### config.mk
export PLATFORM = sky130hd
export DESIGN_NAME = cgr_config_regs
export DESIGN_NICKNAME = d
export VERILOG_FILES = /design/src/cgr_sync2.v /design/src/cgr_config_regs.v
export VERILOG_INCLUDE_DIRS = /design/src
export SDC_FILE = /design/constraint.sdc
export NUM_CORES = 1
export LEC_CHECK = 0
export BUFFER_PORTS_ARGS = -buffer_cell sky130_fd_sc_hd__buf_2
export CAP_MARGIN = 0
export CORE_MARGIN = 4
export CORE_UTILIZATION = 50
export DETAILED_ROUTE_END_ITERATION = 10
export PLACE_DENSITY = 0.73
export SETUP_SLACK_MARGIN = 0.1
export SYNTH_ARGS = -nofsm -noshare
export SYNTH_HDL_FRONTEND = slang
export SYNTH_SLANG_ARGS = --single-unit
### constraint.sdc
create_clock -name mclk -period 7.6 [get_ports mclk]
set_input_delay 1.52 -clock mclk [delete_from_list [all_inputs] [get_ports mclk]]
set_output_delay 1.52 -clock mclk [all_outputs]
set_load 0.02 [all_outputs]
### src/cgr_defines.vh
`ifndef CGR_DEFINES_VH
`define CGR_DEFINES_VH

// serial word layout
`define CGR_WORD_W          32
`define CGR_ADDR_FIELD      4:0
`define CGR_ADDR_W          5

// register addresses
`define CGR_ADDR_CTRL0      5'h00
`define CGR_ADDR_OSC_BUF    5'h0A
`define CGR_ADDR_SYNC       5'h0B
`define CGR_ADDR_LOCK_PIN   5'h0C
`define CGR_ADDR_LOOP_FILT  5'h18
`define CGR_ADDR_PUMP_LD    5'h1A
`define CGR_ADDR_REF_DIV    5'h1C
`define CGR_ADDR_FB_CAL     5'h1D
`define CGR_ADDR_FB_DIV     5'h1E
`define CGR_ADDR_WLOCK      5'h1F
`define CGR_ADDR_LAST_LOCK  5'h1E

// field positions
`define CGR_F_SOFT_RESET    17
`define CGR_F_OSC_B_AMP     31:30
`define CGR_F_OSC_A_FMT     27:24
`define CGR_F_OSC_B_EN      23
`define CGR_F_OSC_A_EN      22
`define CGR_F_OSC_B_DIVSEL  21
`define CGR_F_OSC_A_DIVSEL  20
`define CGR_F_OSC_DIV       18:16
`define CGR_F_SYNC_EXCL     25:20
`define CGR_F_SYNC_POL      16
`define CGR_F_SYNC_KIND     13:12
`define CGR_F_XTAL_EN       5
`define CGR_F_LD_SRC        31:27
`define CGR_F_LD_KIND       26:24
`define CGR_F_HOLD_SYNC     23
`define CGR_F_CAP_SECOND    31:28
`define CGR_F_CAP_FIRST     27:24
`define CGR_F_RES_SECOND    22:20
`define CGR_F_RES_FIRST     18:16
`define CGR_F_REF_DBL       29
`define CGR_F_CP_GAIN       27:26
`define CGR_F_LD_COUNT      19:6
`define CGR_F_REF_DIV       31:20
`define CGR_F_FB_CAL        22:5
`define CGR_F_PRESCALE      26:24
`define CGR_F_FB_DIV        22:5
`define CGR_F_WLOCK         5

// reset values
`define CGR_RST_OSC_B_AMP   2'h2
`define CGR_RST_OSC_A_FMT   4'h1
`define CGR_RST_OSC_B_EN    1'h0
`define CGR_RST_OSC_A_EN    1'h1
`define CGR_RST_OSC_B_DIVSEL 1'h0
`define CGR_RST_OSC_A_DIVSEL 1'h0
`define CGR_RST_OSC_DIV     3'h0
`define CGR_RST_SYNC_EXCL   6'h18
`define CGR_RST_SYNC_POL    1'h1
`define CGR_RST_SYNC_KIND   2'h1
`define CGR_RST_XTAL_EN     1'h0
`define CGR_RST_LD_SRC      5'h03
`define CGR_RST_LD_KIND     3'h3
`define CGR_RST_HOLD_SYNC   1'h0
`define CGR_RST_LOOP_CAP    4'h0
`define CGR_RST_LOOP_RES    3'h0
`define CGR_RST_REF_DBL     1'h0
`define CGR_RST_CP_GAIN     2'h3
`define CGR_RST_LD_COUNT    14'h2000
`define CGR_RST_REF_DIV     12'h004
`define CGR_RST_FB_CAL      18'h00030
`define CGR_RST_PRESCALE    3'h2
`define CGR_RST_FB_DIV      18'h00030
`define CGR_RST_WLOCK       1'h0

`endif

### src/cgr_sync2.v
// two-stage synchroniser for asynchronous pins
module cgr_sync2 #(
  parameter WIDTH = 1
) (
  // clock and reset
  input  wire             mclk,
  input  wire             rstn,
  // asynchronous in, synchronised out
  input  wire [WIDTH-1:0] async_in,
  output reg  [WIDTH-1:0] sync_out
);

  reg [WIDTH-1:0] stage1;

  // first stage feeds only the second
  always @(posedge mclk or negedge rstn)
  begin
    if (!rstn)
    begin
      stage1   <= {WIDTH{1'b0}};
      sync_out <= {WIDTH{1'b0}};
    end
    else
    begin
      stage1   <= async_in;
      sync_out <= stage1;
    end
  end

endmodule

### src/cgr_config_regs.v
// Function
// buffer A format 1, buffer B amplitude 2
// buffer B enable bit, resets disabled
// buffer A enable bit, resets enabled
// buffer B divider select, resets bypass
// buffer A bypass default, shared divider 0
// six sync exclude bits, groups 3,4 set
// sync polarity 1, toggle syncs, kind 1
// crystal oscillator enable, resets off
// lock pin source 3, kind 3
// hold sync asserted until lock
// lock after count in-window detector cycles
// reference divider field, resets to 4
// host mirrors feedback divider into cal copy
// prescaler field 2 to 8, resets 2
// feedback divider field, resets 48
// reference doubler bit, resets off
// charge pump gain resets to 3
// loop capacitor fields reset to 0
// loop resistor fields reset to 0
// soft reset reloads all defaults
// soft reset acts on latch falling edge
// write lock bit blocks registers 0-30
// fields hold until rewritten or reset
`include "cgr_defines.vh"

module cgr_config_regs #(
  parameter LD_COUNT_W = 14
) (
  // clock and reset
  input  wire        mclk,
  input  wire        rstn,
  // serial programming pins
  input  wire        ser_clk,
  input  wire        ser_data,
  input  wire        latch_enable_pin,
  // phase detector status, same clock domain
  input  wire        phase_detector_rate,
  input  wire        phase_in_window,
  // oscillator buffer control
  output reg  [1:0]  osc_buf_b_amplitude,
  output reg  [3:0]  osc_buf_a_format,
  output reg         osc_buf_b_enable,
  output reg         osc_buf_a_enable,
  output reg         osc_buf_b_div_select,
  output reg         osc_buf_a_div_select,
  output reg  [2:0]  osc_shared_divider,
  // synchronisation control
  output reg  [5:0]  sync_exclude,
  output reg         sync_pin_polarity,
  output reg  [1:0]  sync_pin_kind,
  output reg         crystal_osc_enable,
  output reg         sync_request,
  // lock pin control
  output reg  [4:0]  lock_pin_source,
  output reg  [2:0]  lock_pin_kind,
  output reg         hold_sync_until_lock,
  // loop filter
  output reg  [3:0]  loop_cap_second,
  output reg  [3:0]  loop_cap_first,
  output reg  [2:0]  loop_res_second,
  output reg  [2:0]  loop_res_first,
  // charge pump and lock detect
  output reg         reference_doubler_enable,
  output reg  [1:0]  charge_pump_gain,
  output reg  [13:0] lock_detect_count,
  output reg         digital_lock_detect,
  // dividers
  output reg  [11:0] reference_divider,
  output reg  [17:0] feedback_cal_copy,
  output reg  [2:0]  feedback_prescaler,
  output reg  [17:0] feedback_divider,
  // write lock
  output reg         config_write_lock
);

  wire [2:0]             pins_sync;
  reg                    sclk_d;
  reg                    le_d;
  reg  [`CGR_WORD_W-1:0] shift_word;
  reg                    reset_armed;
  reg  [LD_COUNT_W-1:0]  ld_counter;
  reg                    sync_pol_d;

  // bring serial pins into the mclk domain
  cgr_sync2 #(
    .WIDTH (3)
  ) u_pin_sync (
    .mclk     (mclk),
    .rstn     (rstn),
    .async_in ({latch_enable_pin, ser_data, ser_clk}),
    .sync_out (pins_sync)
  );

  // edges of synchronised clock and latch enable
  always @(posedge mclk or negedge rstn)
  begin
    if (!rstn)
    begin
      sclk_d <= 1'b0;
      le_d   <= 1'b0;
    end
    else
    begin
      sclk_d <= pins_sync[0];
      le_d   <= pins_sync[2];
    end
  end

  wire                   sclk_rise = pins_sync[0] & ~sclk_d;
  wire                   le_rise   = pins_sync[2] & ~le_d;
  wire                   le_fall   = ~pins_sync[2] & le_d;

  // shift data in msb first while latch enable is low
  always @(posedge mclk or negedge rstn)
  begin
    if (!rstn)
      shift_word <= {`CGR_WORD_W{1'b0}};
    else if (sclk_rise && !pins_sync[2])
      shift_word <= {shift_word[`CGR_WORD_W-2:0], pins_sync[1]};
  end

  // address decode at the latch rising edge
  wire [`CGR_ADDR_W-1:0] word_addr  = shift_word[`CGR_ADDR_FIELD];
  // writes to 0..30 blocked while locked; lock register always open
  wire                   write_open = le_rise && !config_write_lock;
  wire                   wr_osc     = write_open && (word_addr == `CGR_ADDR_OSC_BUF);
  wire                   wr_sync    = write_open && (word_addr == `CGR_ADDR_SYNC);
  wire                   wr_ldpin   = write_open && (word_addr == `CGR_ADDR_LOCK_PIN);
  wire                   wr_loop    = write_open && (word_addr == `CGR_ADDR_LOOP_FILT);
  wire                   wr_pump    = write_open && (word_addr == `CGR_ADDR_PUMP_LD);
  wire                   wr_ref     = write_open && (word_addr == `CGR_ADDR_REF_DIV);
  wire                   wr_cal     = write_open && (word_addr == `CGR_ADDR_FB_CAL);
  wire                   wr_fb      = write_open && (word_addr == `CGR_ADDR_FB_DIV);
  wire                   wr_wlock   = le_rise && (word_addr == `CGR_ADDR_WLOCK);

  // arm soft reset on a register 0 write with reset set; other writes disarm
  always @(posedge mclk or negedge rstn)
  begin
    if (!rstn)
      reset_armed <= 1'b0;
    else if (write_open)
      reset_armed <= (word_addr == `CGR_ADDR_CTRL0) &&
                     shift_word[`CGR_F_SOFT_RESET];
    else if (le_fall)
      reset_armed <= 1'b0;
  end

  // reload happens on the falling latch edge that ends the reset word
  wire                   soft_reload = le_fall && reset_armed;

  // oscillator buffer control register
  always @(posedge mclk or negedge rstn)
  begin
    if (!rstn)
    begin
      osc_buf_b_amplitude  <= `CGR_RST_OSC_B_AMP;
      osc_buf_a_format     <= `CGR_RST_OSC_A_FMT;
      osc_buf_b_enable     <= `CGR_RST_OSC_B_EN;
      osc_buf_a_enable     <= `CGR_RST_OSC_A_EN;
      osc_buf_b_div_select <= `CGR_RST_OSC_B_DIVSEL;
      osc_buf_a_div_select <= `CGR_RST_OSC_A_DIVSEL;
      osc_shared_divider   <= `CGR_RST_OSC_DIV;
    end
    else if (soft_reload)
    begin
      osc_buf_b_amplitude  <= `CGR_RST_OSC_B_AMP;
      osc_buf_a_format     <= `CGR_RST_OSC_A_FMT;
      osc_buf_b_enable     <= `CGR_RST_OSC_B_EN;
      osc_buf_a_enable     <= `CGR_RST_OSC_A_EN;
      osc_buf_b_div_select <= `CGR_RST_OSC_B_DIVSEL;
      osc_buf_a_div_select <= `CGR_RST_OSC_A_DIVSEL;
      osc_shared_divider   <= `CGR_RST_OSC_DIV;
    end
    else if (wr_osc)
    begin
      osc_buf_b_amplitude  <= shift_word[`CGR_F_OSC_B_AMP];
      osc_buf_a_format     <= shift_word[`CGR_F_OSC_A_FMT];
      osc_buf_b_enable     <= shift_word[`CGR_F_OSC_B_EN];
      osc_buf_a_enable     <= shift_word[`CGR_F_OSC_A_EN];
      osc_buf_b_div_select <= shift_word[`CGR_F_OSC_B_DIVSEL];
      osc_buf_a_div_select <= shift_word[`CGR_F_OSC_A_DIVSEL];
      osc_shared_divider   <= shift_word[`CGR_F_OSC_DIV];
    end
  end

  // synchronisation control register
  always @(posedge mclk or negedge rstn)
  begin
    if (!rstn)
    begin
      sync_exclude       <= `CGR_RST_SYNC_EXCL;
      sync_pin_polarity  <= `CGR_RST_SYNC_POL;
      sync_pin_kind      <= `CGR_RST_SYNC_KIND;
      crystal_osc_enable <= `CGR_RST_XTAL_EN;
    end
    else if (soft_reload)
    begin
      sync_exclude       <= `CGR_RST_SYNC_EXCL;
      sync_pin_polarity  <= `CGR_RST_SYNC_POL;
      sync_pin_kind      <= `CGR_RST_SYNC_KIND;
      crystal_osc_enable <= `CGR_RST_XTAL_EN;
    end
    else if (wr_sync)
    begin
      sync_exclude       <= shift_word[`CGR_F_SYNC_EXCL];
      sync_pin_polarity  <= shift_word[`CGR_F_SYNC_POL];
      sync_pin_kind      <= shift_word[`CGR_F_SYNC_KIND];
      crystal_osc_enable <= shift_word[`CGR_F_XTAL_EN];
    end
  end

  // lock pin control register
  always @(posedge mclk or negedge rstn)
  begin
    if (!rstn)
    begin
      lock_pin_source      <= `CGR_RST_LD_SRC;
      lock_pin_kind        <= `CGR_RST_LD_KIND;
      hold_sync_until_lock <= `CGR_RST_HOLD_SYNC;
    end
    else if (soft_reload)
    begin
      lock_pin_source      <= `CGR_RST_LD_SRC;
      lock_pin_kind        <= `CGR_RST_LD_KIND;
      hold_sync_until_lock <= `CGR_RST_HOLD_SYNC;
    end
    else if (wr_ldpin)
    begin
      lock_pin_source      <= shift_word[`CGR_F_LD_SRC];
      lock_pin_kind        <= shift_word[`CGR_F_LD_KIND];
      hold_sync_until_lock <= shift_word[`CGR_F_HOLD_SYNC];
    end
  end

  // loop filter register
  always @(posedge mclk or negedge rstn)
  begin
    if (!rstn)
    begin
      loop_cap_second <= `CGR_RST_LOOP_CAP;
      loop_cap_first  <= `CGR_RST_LOOP_CAP;
      loop_res_second <= `CGR_RST_LOOP_RES;
      loop_res_first  <= `CGR_RST_LOOP_RES;
    end
    else if (soft_reload)
    begin
      loop_cap_second <= `CGR_RST_LOOP_CAP;
      loop_cap_first  <= `CGR_RST_LOOP_CAP;
      loop_res_second <= `CGR_RST_LOOP_RES;
      loop_res_first  <= `CGR_RST_LOOP_RES;
    end
    else if (wr_loop)
    begin
      loop_cap_second <= shift_word[`CGR_F_CAP_SECOND];
      loop_cap_first  <= shift_word[`CGR_F_CAP_FIRST];
      loop_res_second <= shift_word[`CGR_F_RES_SECOND];
      loop_res_first  <= shift_word[`CGR_F_RES_FIRST];
    end
  end

  // charge pump and lock detect settings register
  always @(posedge mclk or negedge rstn)
  begin
    if (!rstn)
    begin
      reference_doubler_enable <= `CGR_RST_REF_DBL;
      charge_pump_gain         <= `CGR_RST_CP_GAIN;
      lock_detect_count        <= `CGR_RST_LD_COUNT;
    end
    else if (soft_reload)
    begin
      reference_doubler_enable <= `CGR_RST_REF_DBL;
      charge_pump_gain         <= `CGR_RST_CP_GAIN;
      lock_detect_count        <= `CGR_RST_LD_COUNT;
    end
    else if (wr_pump)
    begin
      reference_doubler_enable <= shift_word[`CGR_F_REF_DBL];
      charge_pump_gain         <= shift_word[`CGR_F_CP_GAIN];
      lock_detect_count        <= shift_word[`CGR_F_LD_COUNT];
    end
  end

  // divider registers; field holds its value until rewritten
  always @(posedge mclk or negedge rstn)
  begin
    if (!rstn)
    begin
      reference_divider  <= `CGR_RST_REF_DIV;
      feedback_cal_copy  <= `CGR_RST_FB_CAL;
      feedback_prescaler <= `CGR_RST_PRESCALE;
      feedback_divider   <= `CGR_RST_FB_DIV;
    end
    else if (soft_reload)
    begin
      reference_divider  <= `CGR_RST_REF_DIV;
      feedback_cal_copy  <= `CGR_RST_FB_CAL;
      feedback_prescaler <= `CGR_RST_PRESCALE;
      feedback_divider   <= `CGR_RST_FB_DIV;
    end
    else
    begin
      if (wr_ref)
        reference_divider <= shift_word[`CGR_F_REF_DIV];
      if (wr_cal)
        feedback_cal_copy <= shift_word[`CGR_F_FB_CAL];
      if (wr_fb)
      begin
        feedback_prescaler <= shift_word[`CGR_F_PRESCALE];
        feedback_divider   <= shift_word[`CGR_F_FB_DIV];
      end
    end
  end

  // write lock register, itself always writable
  always @(posedge mclk or negedge rstn)
  begin
    if (!rstn)
      config_write_lock <= `CGR_RST_WLOCK;
    else if (soft_reload)
      config_write_lock <= `CGR_RST_WLOCK;
    else if (wr_wlock)
      config_write_lock <= shift_word[`CGR_F_WLOCK];
  end

  // lock detect: count in-window detector cycles, any miss restarts
  always @(posedge mclk or negedge rstn)
  begin
    if (!rstn)
    begin
      ld_counter          <= {LD_COUNT_W{1'b0}};
      digital_lock_detect <= 1'b0;
    end
    else if (!phase_in_window)
    begin
      ld_counter          <= {LD_COUNT_W{1'b0}};
      digital_lock_detect <= 1'b0;
    end
    else if (phase_detector_rate && !digital_lock_detect)
    begin
      if ((ld_counter + 1'b1) >= lock_detect_count)
        digital_lock_detect <= 1'b1;
      else
        ld_counter <= ld_counter + 1'b1;
    end
  end

  // sync request: pulse on polarity toggle, held high while waiting for lock
  always @(posedge mclk or negedge rstn)
  begin
    if (!rstn)
    begin
      sync_pol_d   <= `CGR_RST_SYNC_POL;
      sync_request <= 1'b0;
    end
    else
    begin
      sync_pol_d   <= sync_pin_polarity;
      sync_request <= (sync_pol_d != sync_pin_polarity) |
                      (hold_sync_until_lock & ~digital_lock_detect);
    end
  end

endmodule

[Yosys cells after proc, flatten, opt, wreduce, memory -nomap -nowiden]
Index checks and enable logic that the tools add are counted.
Widths: inputs -> output; s select.
Word-level totals
  register bits: 173
  output and inout bits: 117
  input port bits: 7
  logic and storage cells: 150
Operators by class
  bitwise logic cells: 9
  order comparisons: 1
  muxes and demuxes: 60
  add/sub/neg operators: 1
  equal/unequal tests: 13
  reduce and logical (&&, ||, !) cells: 30
Operators with widths (count)
  $mux 18: 4
  $mux 14: 5
  $eq 5x5->1 const B: 6
  $mux 3: 10
  $mux 12: 2
  $mux 4: 6
  $mux 1: 23
  $reduce_bool 2->1: 10
  $eq 5x4->1 const B: 3
  $add 14x1->14 const B: 1
  $ge 14x14->1: 1
  $logic_and 1x1->1: 14
  $mux 2: 6
  $mux 6: 2
  $mux 5: 2
  $logic_not 5->1: 1
  $and 1x1->1: 4
  $ne 2x1->1 const B: 2
  $not 1->1: 4
  $reduce_and 2->1: 2
  $logic_not 1->1: 3
  $ne 2x2->1 const B: 1
  $ne 1x1->1: 1
  $or 1x1->1: 1

[Longest topological paths before layout]
  word-level depth: 6
  depth in mapped cells: 13

[Cells and area by module]
From an unflattened synthesis, not the netlist that was laid out.
Second synthesis, totals
  cell total of the unflattened synthesis: 732
  area total of the unflattened synthesis: 7542.2 um2
By module, submodules not included
  cgr_config_regs: seq. area each 4205.3 um2, cells each 726, area an instance 7392.1 um2, times used 1
  cgr_sync2: seq. area each 150.1 um2, cells each 6, area an instance 150.1 um2, times used 1

[Worst setup path after synthesis]
OpenSTA, ideal clock, no wires.
  path type: reg2reg
  start: register ld_counter[0]
  end: register ld_counter[5]
  arrival time: 2.679 ns
  library setup time: 0.079 ns
  period minus slack after synthesis: 2.759 ns
  buffers on the path: 1
  cell stages (with the launch flop): 13
  slack: 4.841 ns
  cells stage by stage: dfrtp_1 ha_1 nand3_4 nor3_4 and3_4 nand3_4 xnor2_1 ha_1 and4_1 o211a_2 buf_2 nor4_1 mux2i_1
Between the ends
  longest elaborated chain between the ends: 4
RTL lines
  start: declaration: RTL line cgr_config_regs.v:82  | reg [LD_COUNT_W-1:0] ld_counter;
  start signal: assignment: RTL line cgr_config_regs.v:332  | ld_counter <= {LD_COUNT_W{1'b0}};
  start signal: assignment: RTL line cgr_config_regs.v:337  | ld_counter <= {LD_COUNT_W{1'b0}};
  start signal: assignment: RTL line cgr_config_regs.v:345  | ld_counter <= ld_counter + 1'b1;
  $add 14x1->14 *: RTL line cgr_config_regs.v:342, cgr_config_regs.v:345
  $ge 14x14->1 / $mux 14 (equally long branches): RTL line cgr_config_regs.v:342  | if ((ld_counter + 1'b1) >= lock_detect_count)
  $ne 2x2->1 (no source line) / $mux 14 (equally long branches)
  $reduce_and 2->1 (no source line) / $mux 14 (equally long branches)
Every way passes the cells marked *; elsewhere a longest branch is shown, timed or not. The select of a mux whose other input is x is not followed.
A chain may end at the register's enable or synchronous reset.

[Worst setup path after layout]
  start: register ld_counter[0]
  end: register ld_counter[6]
The elaborated chain is that of the path after synthesis.

==> impl_metrics.ini <==
[drt]
drtPass1Iterations = 5
drtIter0Drc = 416
dr_wl_met2_mm = 8.85
wl_met3_mm = 1.30
routed.top_layer = met4
m1WireLength_mm = 7.94
drc_errors = 0
viasPerCell = 5.50
wl_per_cell_um = 18.1
num_vias = 5548
ant_nets = 0
drt-total-wl_mm = 18.3

[final_layout]
final_area_sq_um = 8900
synthToLayoutAreaGrowth_pct = 17.5
antenna_cells = 0
fillCellCount = 1221
drive_gt1_share_pct = 27.4
multiInputGateArea_sq_um = 3010
nets = 834
sequential_cell_area_sq_um = 4360

[run_status]
status = complete, no violations

[yosys]
synth_edf_count = 0
ys_seq_area_share_pct = 57.5
async_flop_share_pct = 100
ys_warn_count = 0
netlist_top_cells_count = 161 x nand2_1, 152 x dfrtp_1, 72 x a21oi_1
postSynthAreaPerCell_sq_um = 10.7
synth-seq-cells = 173
syn_nets = 727
synth_top_area_share_pct = 50.2
yosys_most_used_dff = dfrtp_1
syn_inst = 705
yosys.area.top_type = dfrtp_1
synth_most_common_cell = nand2_1
synthTopCellsByArea = dfrtp_1 50%, nand2_1 8.0%, dfstp_2 7.3%, mux2i_1 6.6%, a21oi_1 4.8%
syn_area_sq_um = 7580
ys_types = 56

[cts]
cts_made_buffers = 17
htree_levels = 4
clockBufferDepth = 2
cts_setup_buffers = 0
clkTransAtPathRegs_ns = 0.07
ctsResizeCount = 0
cts_hold_buffers = 0
cts_tree = yes
cts.sinks = 173
clockRootBuffer = clkbuf_16
clock_latency_ns = 0.43

[place]
dp_hpwl_mm = 12.4
dp_slack_ns = 4.34
gp_congestion = 0.827
post_dp_cell_area_sq_um = 8300
io_buffers = 123

[hold_path]
hold_start = u_pin_sync.stage1[2]
hp-class = register to register

[timing]
worst_pin_slew_ns = 1.05
skew_ns = 0.00900
hold_violations = 0
timing.fmax_mhz = 303
relSlewSlack_pct = 29.8
tns_ns = 0
drv_slew = 0
period_share_pct = 43.5
rsz0062_at_grt = false
setup_violations = 0
layout_setup_ws_ns = 4.30
period_needed_ns = 3.30
whs_ns = 0.349

[setup_path]
worst_path_dominant_cell_family = simple AND/OR/NAND/NOR gates
r2r_start = ld_counter[0]
crit_path_max_incr_delay_ns = 0.59
crit_arrival_ns = 3.64
path_max_fanout = 18
critPathBufInv = 0
critPathLaunchType = register
crit_start = ld_counter[0]
reg2reg_slack_ns = 4.30
crit_type = register to register
crit_path_end_kind = register
cp_slowest_cell = or4b_1
crit_chain = ha_1, nand3_4, nor3_4, and3_4, nand3_4, xnor2_1, ha_1, a21oi_1, o21a_1, nand2_1, or4b_1, a21oi_1
required_ns = 7.94

[grt]
grt_max_degree = 98
antenna_found_initial = 0
grt_overflow = 0
grt_pass1_wl_mm = 30.1
grt_usage_pct = 21.7
grt_pass1_vias = 5782

[die]
core-area_sq_um = 14700
dieArea_sq_um = 17200
die_h_um = 131
initial_core_util_pct = 51.5
ios = 124
dieWidth_um = 131
rows = 44

[job]
max_cap_viol_count = 0

[power_and_ir_drop]
power.total_w = 0.00196
p_leak_nw = 4.60
power_density_nw_per_um2 = 220
peakVddDrop_v = 0.000159
[report_power, final]
part	total (W)	switching (W)	internal, W	leakage [nW]
Sequential	0.000993	0.0000454	0.000948	2.31
Combinational	0.000100	0.0000596	0.0000404	2.00
Clock	0.000868	0.000347	0.000521	0.287
Total	0.00196	0.000452	0.00151	4.60
[final timing paths]
path | to | cells after the start
worst max-delay path | ld_counter[6] | 12
worst min-delay path | u_pin_sync.sync_out[2] | 0
worst max register to register | ld_counter[6] | 12
worst min register to register | u_pin_sync.sync_out[2] | 0
max in group asynchronous | ld_counter[0] | 2
min in group asynchronous | feedback_cal_copy[6] | 1
[state kept, by name (all words and copies together) (netlist names), 5 cells and up]
| signal | cells |
|---|---|
| sync_exclude | 6 |
| ld_counter | 14 |
| lock_pin_source | 5 |
| shift_word | 32 |
| reference_divider | 12 |
| feedback_cal_copy | 18 |
| feedback_divider | 18 |
| lock_detect_count | 14 |
[layout make-up]
cell class | instances | share of cell area, %
Sequential cell | 173 | 48.9
Multi-Input combinational cell | 477 | 33.8
Timing Repair Buffer | 127 | 7.32
Clock buffer | 24 | 5.52
Tap cell | 184 | 2.59
Clock inverter | 8 | 1.19
Inverter | 16 | 0.675
[layer usage]
layer	vias up	track usage, %
met3	19	6.38
met1	2769	28.4
met4	0	5.78
li1	2600	-
met5	-	0
met2	160	35.7
[cell families (layout without fill, tap and decap cells)]
kind of cell               Yosys count  count (layout)  synth area share, %
AOI/OAI and AO/OA                  100             100                 7.45
xor gates and xnor gates            13              13                 1.50
adders and majority gates           15              15                 2.48
buffers and inverters               55             175                 3.09
DFF                                173             173                 57.5
muxes                               82              82                 11.4
and+or+nand+nor                    267             267                 16.6
[through the flow]
| step | std cells | utilization [%] |
|---|---|---|
| after floorplan | 705 | - |
| final | 1009 | 60.6 |
| after global routing | 1009 | 60.6 |
| after CTS | 1009 | 60.6 |
| after global placement | 977 | 56.5 |
| after detailed placement | 977 | 56.5 |
[cell usage in the layout (no fill, tap or decap), types with 2 or more instances in the layout]
cell	count
bufinv_16	2
nand3_1	15
nand3_4	2
nor2_4	2
buf_4	4
o211ai_1	4
and3_1	2
or4b_1	2
or3_1	4
dfstp_2	21
mux2_2	32
ha_1	15
clkbuf_16	17
clkbuf_8	4
xnor2_1	7
o31ai_1	7
nor3_1	2
nand2b_1	9
nor4_1	2
nor3b_2	2
o21a_1	2
inv_6	2
inv_1	15
xor2_1	6
o21ai_0	7
nand2_1	161
buf_2	122
or4_1	5
clkbuf_1	3
mux2i_1	50
nor2_1	40
nor2b_1	2
clkinvlp_4	2
a21oi_1	72
dfrtp_1	152
Note: power is estimated with default switching activity, not from simulation.
